### src/shared/adc_ctl_pkg.sv
`default_nettype none
package adc_ctl_pkg;
	// ==================================================
	// register map, byte addresses on the bus
	localparam logic [7:0] OFS_CONV_CONTROL  = 8'h00;
	localparam logic [7:0] OFS_INPUT_CLOCK   = 8'h04;
	localparam logic [7:0] OFS_REF_AMP       = 8'h08;
	localparam logic [7:0] OFS_BANDGAP       = 8'h0c;
	localparam logic [7:0] OFS_RESULT_LOW    = 8'h10;
	localparam logic [7:0] OFS_RESULT_HIGH   = 8'h14;
	// ==================================================
	// field positions
	localparam int POS_START       = 7;
	localparam int POS_BUSY        = 6;
	localparam int POS_ENABLE      = 5;
	localparam int POS_ALIGN       = 4;
	localparam int POS_CHAN        = 0;
	localparam int POS_SRC         = 4;
	localparam int POS_DIV         = 0;
	localparam int POS_AMP_EN      = 7;
	localparam int POS_AMP_IN      = 4;
	localparam int POS_REF_SEL     = 2;
	localparam int POS_GAIN        = 0;
	localparam int POS_BG_EN       = 0;
	// ==================================================
	// reset values of every control field
	localparam logic       RST_BIT   = 1'h0;
	localparam logic [3:0] RST_NIB   = 4'h0;
	localparam logic [2:0] RST_DIV   = 3'h0;
	localparam logic [1:0] RST_PAIR  = 2'h0;
	localparam logic [11:0] RST_RES  = 12'h000;
	// ==================================================
	// converter input routing codes
	localparam logic [2:0] ROUTE_EXT     = 3'h0;
	localparam logic [2:0] ROUTE_SUP     = 3'h1;
	localparam logic [2:0] ROUTE_SUP_2   = 3'h2;
	localparam logic [2:0] ROUTE_SUP_4   = 3'h3;
	localparam logic [2:0] ROUTE_AMP     = 3'h4;
	localparam logic [2:0] ROUTE_AMP_2   = 3'h5;
	localparam logic [2:0] ROUTE_AMP_4   = 3'h6;
	localparam logic [2:0] ROUTE_GND     = 3'h7;
	// reference select code that uses the external reference pin
	localparam logic [1:0] REF_EXT_PIN   = 2'h1;
	// ==================================================
	// divider and start sequencer
	localparam int DIV_CNT_W = 7;
	typedef enum logic [1:0] {st_idle, st_armed, st_busy} conv_state_e;
endpackage
`default_nettype wire

### src/shared/conv_clk_if.sv
`timescale 1ns/100ps
`default_nettype none
// ==================================================
// link between the register block and its clock divider
interface conv_clk_if;
	logic       run;  // divider runs while the converter is enabled
	logic [2:0] sel;  // power of two of the division
	logic       tick; // one-cycle conversion clock enable
	modport ctl (output run, output sel, input tick);
	modport div (input run, input sel, output tick);
endinterface
`default_nettype wire

### src/logic/conv_clock_divider.sv
`timescale 1ns/100ps
`default_nettype none
// ==================================================
// conversion clock enable: one pulse every 2**sel system clocks
module conv_clock_divider (
	input  wire logic   clock,
	input  wire logic   sys_rst,
	conv_clk_if.div     lnk
);
	typedef struct packed {
		logic [adc_ctl_pkg::DIV_CNT_W-1:0] cnt;  // cycles since last tick
		logic [2:0]                         sel;  // select seen last cycle
		logic                               tick; // registered enable
	} div_s;

	div_s div_ff;  // all divider state
	div_s nxt_div; // its next value
	logic [adc_ctl_pkg::DIV_CNT_W-1:0] lim; // last count of a period

	// ==================================================
	// next state; a change of select restarts the period so that
	// no short or stretched tick leaks through a reprogramming
	always_comb begin
		lim = (adc_ctl_pkg::DIV_CNT_W)'((8'h01 << lnk.sel) - 8'h01);
		nxt_div = div_ff;
		nxt_div.sel = lnk.sel;
		nxt_div.tick = 1'b0;
		if (!lnk.run || lnk.sel != div_ff.sel) begin
			nxt_div.cnt = '0; // held idle while disabled
		end else if (div_ff.cnt >= lim) begin
			nxt_div.cnt = '0;
			nxt_div.tick = 1'b1;
		end else begin
			nxt_div.cnt = div_ff.cnt + 1'b1;
		end
	end

	// state register
	always_ff @(posedge clock or posedge sys_rst) begin
		if (sys_rst) begin
			div_ff <= '0;
		end else begin
			div_ff <= nxt_div;
		end
	end

	assign lnk.tick = div_ff.tick;

	// after a tick and three quiet cycles at divide-by-four, a tick follows
	property p_div_four;
		@(posedge clock) disable iff (sys_rst)
		// the tick must belong to a period already run at divide-by-four,
		// since a tick left over from the old select restarts the count
		(div_ff.tick && lnk.run && lnk.sel == 3'h2 && div_ff.sel == 3'h2)
		##1 (!div_ff.tick && lnk.run && lnk.sel == 3'h2) [*3]
		##1 (lnk.run && lnk.sel == 3'h2) |-> div_ff.tick;
	endproperty
	a_div_four: assert property (p_div_four) else $error("divider period wrong");
endmodule // conv_clock_divider
`default_nettype wire

### src/logic/adc_control_registers.sv
// Overview of operation
// - Start written high then low launches conversion
// - Busy set on launch, cleared on completion
// - Disabled converter powers down, result held
// - Align bit picks high or low result placement
// - Unused result bits read as zero
// - Channel field passes any of its 16 codes to the external channel select
// - Source field routes supply, amplifier, ground or channel
// - Internal source disconnects the external channel
// - Conversion clock is system clock over 2**field
// - Amplifier enable bit powers the amplifier
// - Bandgap amplifier input disconnects reference input pin
// - Reference select; internal choice disconnects reference pin
// - Gain select sets amplifier gain
// - Bandgap enable bit powers bandgap circuit
// - Unimplemented bits read zero, ignore writes
// - Completion raises interrupt request as busy clears
`timescale 1ns/100ps
`default_nettype none
module adc_control_registers #(
	parameter int ADR_W = 8 // byte address bits used by the decoder
) (
	input  wire logic              clock,
	input  wire logic              sys_rst,
	input  wire logic              wb_cyc_i,
	input  wire logic              wb_stb_i,
	input  wire logic              wb_we_i,
	input  wire logic [ADR_W-1:0]  wb_adr_i,
	input  wire logic [3:0]        wb_sel_i,
	input  wire logic [31:0]       wb_dat_i,
	output logic      [31:0]       wb_dat_o,
	output logic                   wb_ack_o,
	input  wire logic              core_done,
	input  wire logic [11:0]       core_result,
	output logic                   conv_start,
	output logic                   conv_clk_tick,
	output logic                   conv_power_on,
	output logic                   conv_done_irq,
	output logic      [3:0]        ext_channel_sel,
	output logic                   ext_channel_connect,
	output logic      [2:0]        input_route,
	output logic      [1:0]        ref_source_sel,
	output logic                   ext_ref_pin_connect,
	output logic                   amp_enable,
	output logic                   amp_input_bandgap,
	output logic                   amp_ref_pin_connect,
	output logic      [1:0]        amp_gain_sel,
	output logic                   bandgap_on
);
	// ==================================================
	// state
	typedef struct packed {
		adc_ctl_pkg::conv_state_e fsm;  // start sequencer
		logic        start;  // start control as last written
		logic        enable; // converter enable
		logic        align;  // result placement
		logic [3:0]  chan;   // external channel select
		logic [3:0]  src;    // input source select
		logic [2:0]  div;    // conversion clock divider select
		logic        amp_en; // amplifier enable
		logic        amp_in; // amplifier input select
		logic [1:0]  ref_sel; // reference source select
		logic [1:0]  gain;   // amplifier gain select
		logic        bg_en;  // bandgap enable
		logic [11:0] result; // last conversion result
		logic        launch; // one-cycle start toward the core
		logic        irq;    // one-cycle completion request
		logic        ack;    // bus acknowledge
		logic [31:0] rdata;  // read data held for the master
	} regs_s;

	regs_s regs_ff;  // every flip-flop of the block
	regs_s nxt_regs; // their next values

	logic       acc;      // a bus request is pending
	logic       wr_commit; // write takes effect at this edge
	logic [7:0] wbyte;    // low byte lane of write data
	logic       busy;     // conversion in progress
	logic [7:0] rbyte;    // selected register contents
	conv_clk_if clk_lnk (); // link to the divider

	// ==================================================
	// decode of the input source field into a route code
	function automatic logic [2:0] route_of(input logic [3:0] s);
		logic [2:0] r;
		r = adc_ctl_pkg::ROUTE_EXT;
		case (s)
			4'h1:    r = adc_ctl_pkg::ROUTE_SUP;
			4'h2:    r = adc_ctl_pkg::ROUTE_SUP_2;
			4'h3:    r = adc_ctl_pkg::ROUTE_SUP_4;
			4'h5:    r = adc_ctl_pkg::ROUTE_AMP;
			4'h6:    r = adc_ctl_pkg::ROUTE_AMP_2;
			4'h7:    r = adc_ctl_pkg::ROUTE_AMP_4;
			4'h8, 4'h9, 4'ha, 4'hb: r = adc_ctl_pkg::ROUTE_GND;
			default: r = adc_ctl_pkg::ROUTE_EXT; // 0000, 0100 and 11xx
		endcase
		return r;
	endfunction

	// ==================================================
	// bus qualifiers; the write lands on the edge that sees ack high,
	// the same edge at which the master samples the answer
	assign acc = wb_cyc_i && wb_stb_i;
	assign wr_commit = acc && wb_we_i && regs_ff.ack && wb_sel_i[0];
	assign wbyte = wb_dat_i[7:0];
	assign busy = (regs_ff.fsm == adc_ctl_pkg::st_busy);

	// ==================================================
	// read multiplexer; result placement follows the align bit
	always_comb begin
		rbyte = 8'h00; // unmapped addresses read zero
		case (wb_adr_i)
			adc_ctl_pkg::OFS_CONV_CONTROL:
				rbyte = {regs_ff.start, busy, regs_ff.enable,
				         regs_ff.align, regs_ff.chan};
			adc_ctl_pkg::OFS_INPUT_CLOCK:
				rbyte = {regs_ff.src, 1'b0, regs_ff.div};
			adc_ctl_pkg::OFS_REF_AMP:
				rbyte = {regs_ff.amp_en, 2'b00, regs_ff.amp_in,
				         regs_ff.ref_sel, regs_ff.gain};
			adc_ctl_pkg::OFS_BANDGAP:
				rbyte = {7'h00, regs_ff.bg_en};
			adc_ctl_pkg::OFS_RESULT_LOW: begin
				if (regs_ff.align) begin
					rbyte = regs_ff.result[7:0];
				end else begin
					rbyte = {regs_ff.result[3:0], 4'h0};
				end
			end
			adc_ctl_pkg::OFS_RESULT_HIGH: begin
				if (regs_ff.align) begin
					rbyte = {4'h0, regs_ff.result[11:8]};
				end else begin
					rbyte = regs_ff.result[11:4];
				end
			end
			default: rbyte = 8'h00;
		endcase
	end

	// ==================================================
	// next-state logic for registers, sequencer and bus answer
	always_comb begin
		nxt_regs = regs_ff;
		nxt_regs.launch = 1'b0;
		nxt_regs.irq = 1'b0;
		// ack rises one cycle after the request and drops right after
		nxt_regs.ack = acc && !regs_ff.ack;
		if (acc && !regs_ff.ack) begin
			nxt_regs.rdata = {24'h000000, rbyte};
		end

		// register writes; busy bit and result are read-only
		if (wr_commit) begin
			case (wb_adr_i)
				adc_ctl_pkg::OFS_CONV_CONTROL: begin
					nxt_regs.start  = wbyte[adc_ctl_pkg::POS_START];
					nxt_regs.enable = wbyte[adc_ctl_pkg::POS_ENABLE];
					nxt_regs.align  = wbyte[adc_ctl_pkg::POS_ALIGN];
					nxt_regs.chan   = wbyte[adc_ctl_pkg::POS_CHAN +: 4];
				end
				adc_ctl_pkg::OFS_INPUT_CLOCK: begin
					nxt_regs.src = wbyte[adc_ctl_pkg::POS_SRC +: 4];
					nxt_regs.div = wbyte[adc_ctl_pkg::POS_DIV +: 3];
				end
				adc_ctl_pkg::OFS_REF_AMP: begin
					nxt_regs.amp_en  = wbyte[adc_ctl_pkg::POS_AMP_EN];
					nxt_regs.amp_in  = wbyte[adc_ctl_pkg::POS_AMP_IN];
					nxt_regs.ref_sel = wbyte[adc_ctl_pkg::POS_REF_SEL +: 2];
					nxt_regs.gain    = wbyte[adc_ctl_pkg::POS_GAIN +: 2];
				end
				adc_ctl_pkg::OFS_BANDGAP: begin
					nxt_regs.bg_en = wbyte[adc_ctl_pkg::POS_BG_EN];
				end
				default: begin
					// result and unmapped words ignore writes
				end
			endcase
		end

		// start sequencer: a rise arms, the following fall launches
		case (regs_ff.fsm)
			adc_ctl_pkg::st_idle: begin
				if (wr_commit && wb_adr_i == adc_ctl_pkg::OFS_CONV_CONTROL &&
				    wbyte[adc_ctl_pkg::POS_START] && !regs_ff.start &&
				    regs_ff.enable) begin
					nxt_regs.fsm = adc_ctl_pkg::st_armed;
				end
			end
			adc_ctl_pkg::st_armed: begin
				if (!regs_ff.enable) begin
					nxt_regs.fsm = adc_ctl_pkg::st_idle;
				end else if (wr_commit &&
				             wb_adr_i == adc_ctl_pkg::OFS_CONV_CONTROL &&
				             !wbyte[adc_ctl_pkg::POS_START]) begin
					// busy shows from the next cycle on
					nxt_regs.fsm = adc_ctl_pkg::st_busy;
					nxt_regs.launch = 1'b1;
				end
			end
			adc_ctl_pkg::st_busy: begin
				if (!regs_ff.enable) begin
					// powering down abandons the conversion, result kept
					nxt_regs.fsm = adc_ctl_pkg::st_idle;
				end else if (core_done) begin
					nxt_regs.fsm = adc_ctl_pkg::st_idle;
					nxt_regs.result = core_result;
					nxt_regs.irq = 1'b1;
				end
			end
			default: nxt_regs.fsm = adc_ctl_pkg::st_idle;
		endcase
	end

	// ==================================================
	// state register
	always_ff @(posedge clock or posedge sys_rst) begin
		if (sys_rst) begin
			regs_ff <= '{fsm: adc_ctl_pkg::st_idle,
			             start: adc_ctl_pkg::RST_BIT,
			             enable: adc_ctl_pkg::RST_BIT,
			             align: adc_ctl_pkg::RST_BIT,
			             chan: adc_ctl_pkg::RST_NIB,
			             src: adc_ctl_pkg::RST_NIB,
			             div: adc_ctl_pkg::RST_DIV,
			             amp_en: adc_ctl_pkg::RST_BIT,
			             amp_in: adc_ctl_pkg::RST_BIT,
			             ref_sel: adc_ctl_pkg::RST_PAIR,
			             gain: adc_ctl_pkg::RST_PAIR,
			             bg_en: adc_ctl_pkg::RST_BIT,
			             result: adc_ctl_pkg::RST_RES,
			             launch: 1'b0,
			             irq: 1'b0,
			             ack: 1'b0,
			             rdata: 32'h00000000};
		end else begin
			regs_ff <= nxt_regs;
		end
	end

	// ==================================================
	// conversion clock divider, running only while enabled
	assign clk_lnk.run = regs_ff.enable;
	assign clk_lnk.sel = regs_ff.div;

	conv_clock_divider u_div (
		.clock   (clock),
		.sys_rst (sys_rst),
		.lnk     (clk_lnk.div)
	);

	// ==================================================
	// outputs toward the analog side and the bus
	assign wb_ack_o = regs_ff.ack;
	assign wb_dat_o = regs_ff.rdata;
	assign conv_start = regs_ff.launch;
	assign conv_clk_tick = clk_lnk.tick;
	assign conv_power_on = regs_ff.enable;
	assign conv_done_irq = regs_ff.irq;
	assign ext_channel_sel = regs_ff.chan;
	assign input_route = route_of(regs_ff.src);
	// external channel is cut whenever any internal signal is routed
	assign ext_channel_connect =
		(route_of(regs_ff.src) == adc_ctl_pkg::ROUTE_EXT);
	assign ref_source_sel = regs_ff.ref_sel;
	assign ext_ref_pin_connect =
		(regs_ff.ref_sel == adc_ctl_pkg::REF_EXT_PIN);
	assign amp_enable = regs_ff.amp_en;
	// bandgap readiness is software's job; hardware only switches the pin
	assign amp_input_bandgap = regs_ff.amp_in;
	assign amp_ref_pin_connect = !regs_ff.amp_in;
	assign amp_gain_sel = regs_ff.gain;
	assign bandgap_on = regs_ff.bg_en;

	// ==================================================
	// checks
	property p_launch;
		@(posedge clock) disable iff (sys_rst)
		(regs_ff.fsm == adc_ctl_pkg::st_armed && regs_ff.enable && wr_commit &&
		 wb_adr_i == adc_ctl_pkg::OFS_CONV_CONTROL &&
		 !wbyte[adc_ctl_pkg::POS_START]) |=> (busy && conv_start);
	endproperty
	a_launch: assert property (p_launch) else $error("no launch after start fall");

	property p_busy_hold;
		@(posedge clock) disable iff (sys_rst)
		(busy && !core_done && regs_ff.enable) |=> busy;
	endproperty
	a_busy_hold: assert property (p_busy_hold) else $error("busy dropped early");

	property p_done;
		@(posedge clock) disable iff (sys_rst)
		(busy && core_done && regs_ff.enable) |=>
			(!busy && conv_done_irq && regs_ff.result == $past(core_result));
	endproperty
	a_done: assert property (p_done) else $error("completion not handled");

	property p_irq_with_clear;
		@(posedge clock) disable iff (sys_rst)
		conv_done_irq |-> ($fell(busy) ##1 !conv_done_irq);
	endproperty
	a_irq_with_clear: assert property (p_irq_with_clear) else $error("irq not with busy clear");

	property p_hold_disabled;
		@(posedge clock) disable iff (sys_rst)
		!regs_ff.enable |=> $stable(regs_ff.result);
	endproperty
	a_hold_disabled: assert property (p_hold_disabled) else $error("result changed while off");

	property p_no_start_disabled;
		@(posedge clock) disable iff (sys_rst)
		(!regs_ff.enable && !busy) |=> (!busy && !conv_start) [*2];
	endproperty
	a_no_start_disabled: assert property (p_no_start_disabled) else $error("start while off");

	property p_align_read;
		@(posedge clock) disable iff (sys_rst)
		(acc && !regs_ff.ack && !wb_we_i && !regs_ff.align &&
		 wb_adr_i == adc_ctl_pkg::OFS_RESULT_HIGH) |=>
			(wb_ack_o && wb_dat_o == {24'h000000, $past(regs_ff.result[11:4])});
	endproperty
	a_align_read: assert property (p_align_read) else $error("high byte placement");

	property p_zero_fill;
		@(posedge clock) disable iff (sys_rst)
		(acc && !regs_ff.ack && !wb_we_i && regs_ff.align &&
		 wb_adr_i == adc_ctl_pkg::OFS_RESULT_HIGH) |=> (wb_dat_o[31:4] == 28'h0000000);
	endproperty
	a_zero_fill: assert property (p_zero_fill) else $error("unused result bits set");

	property p_ext_cut;
		@(posedge clock) disable iff (sys_rst)
		(regs_ff.src inside {4'h1, 4'h2, 4'h3, 4'h5, 4'h6, 4'h7,
		                     4'h8, 4'h9, 4'ha, 4'hb}) |->
			(!ext_channel_connect && input_route != adc_ctl_pkg::ROUTE_EXT);
	endproperty
	a_ext_cut: assert property (p_ext_cut) else $error("external channel left on");

	property p_unimpl_zero;
		@(posedge clock) disable iff (sys_rst)
		(acc && !regs_ff.ack && !wb_we_i && wb_adr_i == adc_ctl_pkg::OFS_REF_AMP) |=>
			(wb_dat_o[6:5] == 2'b00 && wb_dat_o[31:8] == 24'h000000);
	endproperty
	a_unimpl_zero: assert property (p_unimpl_zero) else $error("reserved bits nonzero");
endmodule // adc_control_registers
`default_nettype wire

### config.mk
export PLATFORM = sky130hd
export DESIGN_NAME = adc_control_registers
export DESIGN_NICKNAME = d
export VERILOG_FILES = /design/src/shared/adc_ctl_pkg.sv /design/src/shared/conv_clk_if.sv /design/src/logic/conv_clock_divider.sv /design/src/logic/adc_control_registers.sv
export SDC_FILE = /design/constraint.sdc
export NUM_CORES = 1
export LEC_CHECK = 0
export ABC_CLOCK_PERIOD_IN_PS = 3800
export BUFFER_PORTS_ARGS = -buffer_cell sky130_fd_sc_hd__buf_4
export CAP_MARGIN = 10
export CORE_AREA = 4 4 118 64
export CTS_BUF_LIST = sky130_fd_sc_hd__clkbuf_2
export DETAILED_ROUTE_END_ITERATION = 7
export DIE_AREA = 0 0 122 68
export PLACE_DENSITY = 0.87
export SYNTH_ARGS = -nofsm -noshare
export SYNTH_HDL_FRONTEND = slang
export SYNTH_SLANG_ARGS = --single-unit
### constraint.sdc
create_clock -name clock -period 3.8 [get_ports clock]
set_clock_uncertainty 0.2 [all_clocks]
set_input_delay 0.76 -clock clock [delete_from_list [all_inputs] [get_ports clock]]
set_output_delay 0.76 -clock clock [all_outputs]
set_load 0.005 [all_outputs]
==> impl_metrics.toml <==
[status]
status = "finished clean"

[routing]
routedWlPerCell_um = 16.3
viasPerCell = 5.13
wl_met2_um = 3190
routed_wl_um = 7720
maxUsedRoutingLayer = "met4"
met1_length_um = 3760
drc = 0
via_count = 2436
ant_nets = 0
drt_iter0_markers = 191
dr.pass1.iters = 4
wl_met3_um = 702

[timing]
setup_tns_ps = 0
maxSlewHeadroom_pct = 59.7
fmax_mhz = 327
rsz0062_at_grt = "no"
final_max_slew_viol_count = 0
finalHoldViolCount = 0
setup_violations = 0
period_needed_ps = 3050
tightest_slew_ps = 604
post-route-period-util_pct = 80.4
fin_hold_ws_ps = 61.1

[cells_and_area]
area_growth_pct = 12.8
multiInputGateArea_mm2 = 0.00156
final.fill_count = 562
drive_gt1_share_pct = 28.7
nets = 450
n_antenna_cell = 0
fin_area_mm2 = 0.00373
seq_area_mm2 = 0.00143
final_util_pct = 57.4
instances_no_fill = 475

[power_and_ir_drop]
power_density_mw_per_mm2 = 284
leakage_nw = 1.90
irDropWorstVdd_mv = 0.132

[synthesis]
postSynth.asyncResetShare_pct = 100
yosysTopAreaCell = "dfrtp_1"
synth_edf_count = 0
ys_seq_area_share_pct = 43.2
synthTopCellsByCount = "dfrtp_1 (57), nand2_1 (53), buf_4 (40)"
synth_area_mm2 = 0.00330
netlist-cell-type-count = 54
syn_inst = 335
ys_ff_latch = 57
yosys.area.top_type_share_pct = 43.2
ys.warnings.count = 0
avgSynthCellArea_um2 = 9.86
ys.flop_type = "dfrtp_1"
synth_top_cells_by_area = "dfrtp_1 (43%), buf_4 (9.1%), nand2_1 (6.0%), mux2_2 (5.8%), ha_1 (3.4%)"
yosysMostFrequentCell = "dfrtp_1"

[floorplan]
dieArea_mm2 = 0.00830
die_w_um = 122
rows = 21
io_pins = 116
start_util_pct = 50.9
fp.dieH_um = 68
core_area_mm2 = 0.00649

[place]
gp_congestion = 0.866
dp.cells = 460
placed_area_mm2 = 0.00363
io_buffers = 64
dp_hpwl_um = 5890

[clock_tree]
post-cts-setup-buffers = 0
cts_buffers = 9
clk_latency_ps = 520
cts_resized = 0
clk_pin_slew_ps = 170
clock-root-buffer = "clkbuf_2"
htreeDepth = 3
cts_tree = "done"
cts_num_sinks = 57
postCtsHoldBufs = 0
clockBufferDepth = 2

[global_route]
grt_usage_pct = 19.4
antenna_found_initial = 0
grt_first_pass_wirelength_um = 12000
global_route.overflow_total = 0
grt_pass1_vias = 2341
grt_max_degree = 34

[run]
maxCapViolCount = 0

[worst_setup_path]
critical_path_required_ps = 4000
cp.arrival_ps = 3250
worst-r2r-cell-count = 9
crit_type = "register to register"
critical_path.endpoint_type = "register"
worstPathMaxFanout = 10
cp-start-kind = "register"

[worst_hold_path]
hold_class = "input pin to asynchronous set/reset pin"
[per-stage QoR]
stage / total power [mW] / worst slack [ps]
6_report: 1.06 / 746
5_1_grt: 1.10 / 524
4_1_cts: 1.06 / 749
3_5_place_dp: 0.707 / 625
3_3_place_gp: 0.705 / 654
2_1_floorplan: 0.682 / 948
[sequential cells by signal, summed over array words and instances (netlist names), 2 cells and up]
name,count
regs_ff,20
u_div.div_ff,10
wb_dat_o,8
ext_channel_sel,4
clk_lnk.sel,3
amp_gain_sel,2
ref_source_sel,2
[per-layer routing]
layer,global-route usage (%),vias to the layer above
li1,-,1178
met1,27.2,1146
met2,27.9,103
met3,7.18,9
met4,5.87,0
met5,0,-
[cells in the final DEF, fill, tap and decap left out, types with 4 or more instances in the layout]
cell type / n
mux2_4: 7
ha_1: 9
conb_1: 24
nand2_1: 53
mux2_2: 17
or3_1: 4
o2bb2ai_1: 4
dfrtp_1: 57
a22oi_1: 4
xnor2_1: 7
o21ai_0: 6
nand2b_1: 4
mux2i_1: 6
inv_1: 8
nand3_1: 4
nor2_1: 19
clkbuf_2: 9
clkinv_1: 4
buf_4: 66
a21oi_1: 6
nor2b_1: 8
[final cells by class]
| type | instances | area share (%) |
|---|---|---|
| multi-input combinational | 236 | 41.9 |
| sequential | 57 | 38.3 |
| timing repair buffer | 66 | 13.3 |
| tap | 92 | 3.09 |
| clock inverter | 6 | 1.34 |
| clock buffer | 9 | 1.21 |
| inverter | 9 | 0.907 |
[where the power goes]
part	switching [mW]	internal, mW
registers	0.00251	0.610
logic	0.0481	0.0365
clock network	0.223	0.139
total	0.274	0.785
[kinds of logic (layout without fill, tap and decap cells)]
family          Yosys count  after routing  synth area share (%)
other cells               1             24                 0.113
fa+ha+maj                 9              9                  3.41
compound gates           46             46                  10.1
mux                      30             30                  10.8
simple gates            117            117                  17.5
xor+xnor                 10             10                  2.65
buf+inv                  65             90                  12.2
flops                    57             57                  43.2
[final timing paths]
kind                       slack, ps               to           start
max                              750  u_div.div_ff[9]  clk_lnk.sel[1]
min                               60      regs_ff[37]         sys_rst
max reg2reg                      750  u_div.div_ff[9]  clk_lnk.sel[1]
min reg2reg                      290      wb_dat_o[7]     wb_dat_o[7]
max in group asynchronous       2510  u_div.div_ff[6]         sys_rst
min in group clock               210      regs_ff[41]  core_result[6]
[critical path, stage by stage, from the launching register on]
cell and delay [ps]:
dfrtp_1 530, or3_1 420, ha_1 290, nor3_1 220, a21oi_1 60, o21a_1 170
ha_1 280, o2111ai_1 130, o211ai_1 520, nor2_1 120
Power figures use the tool's default switching activity.
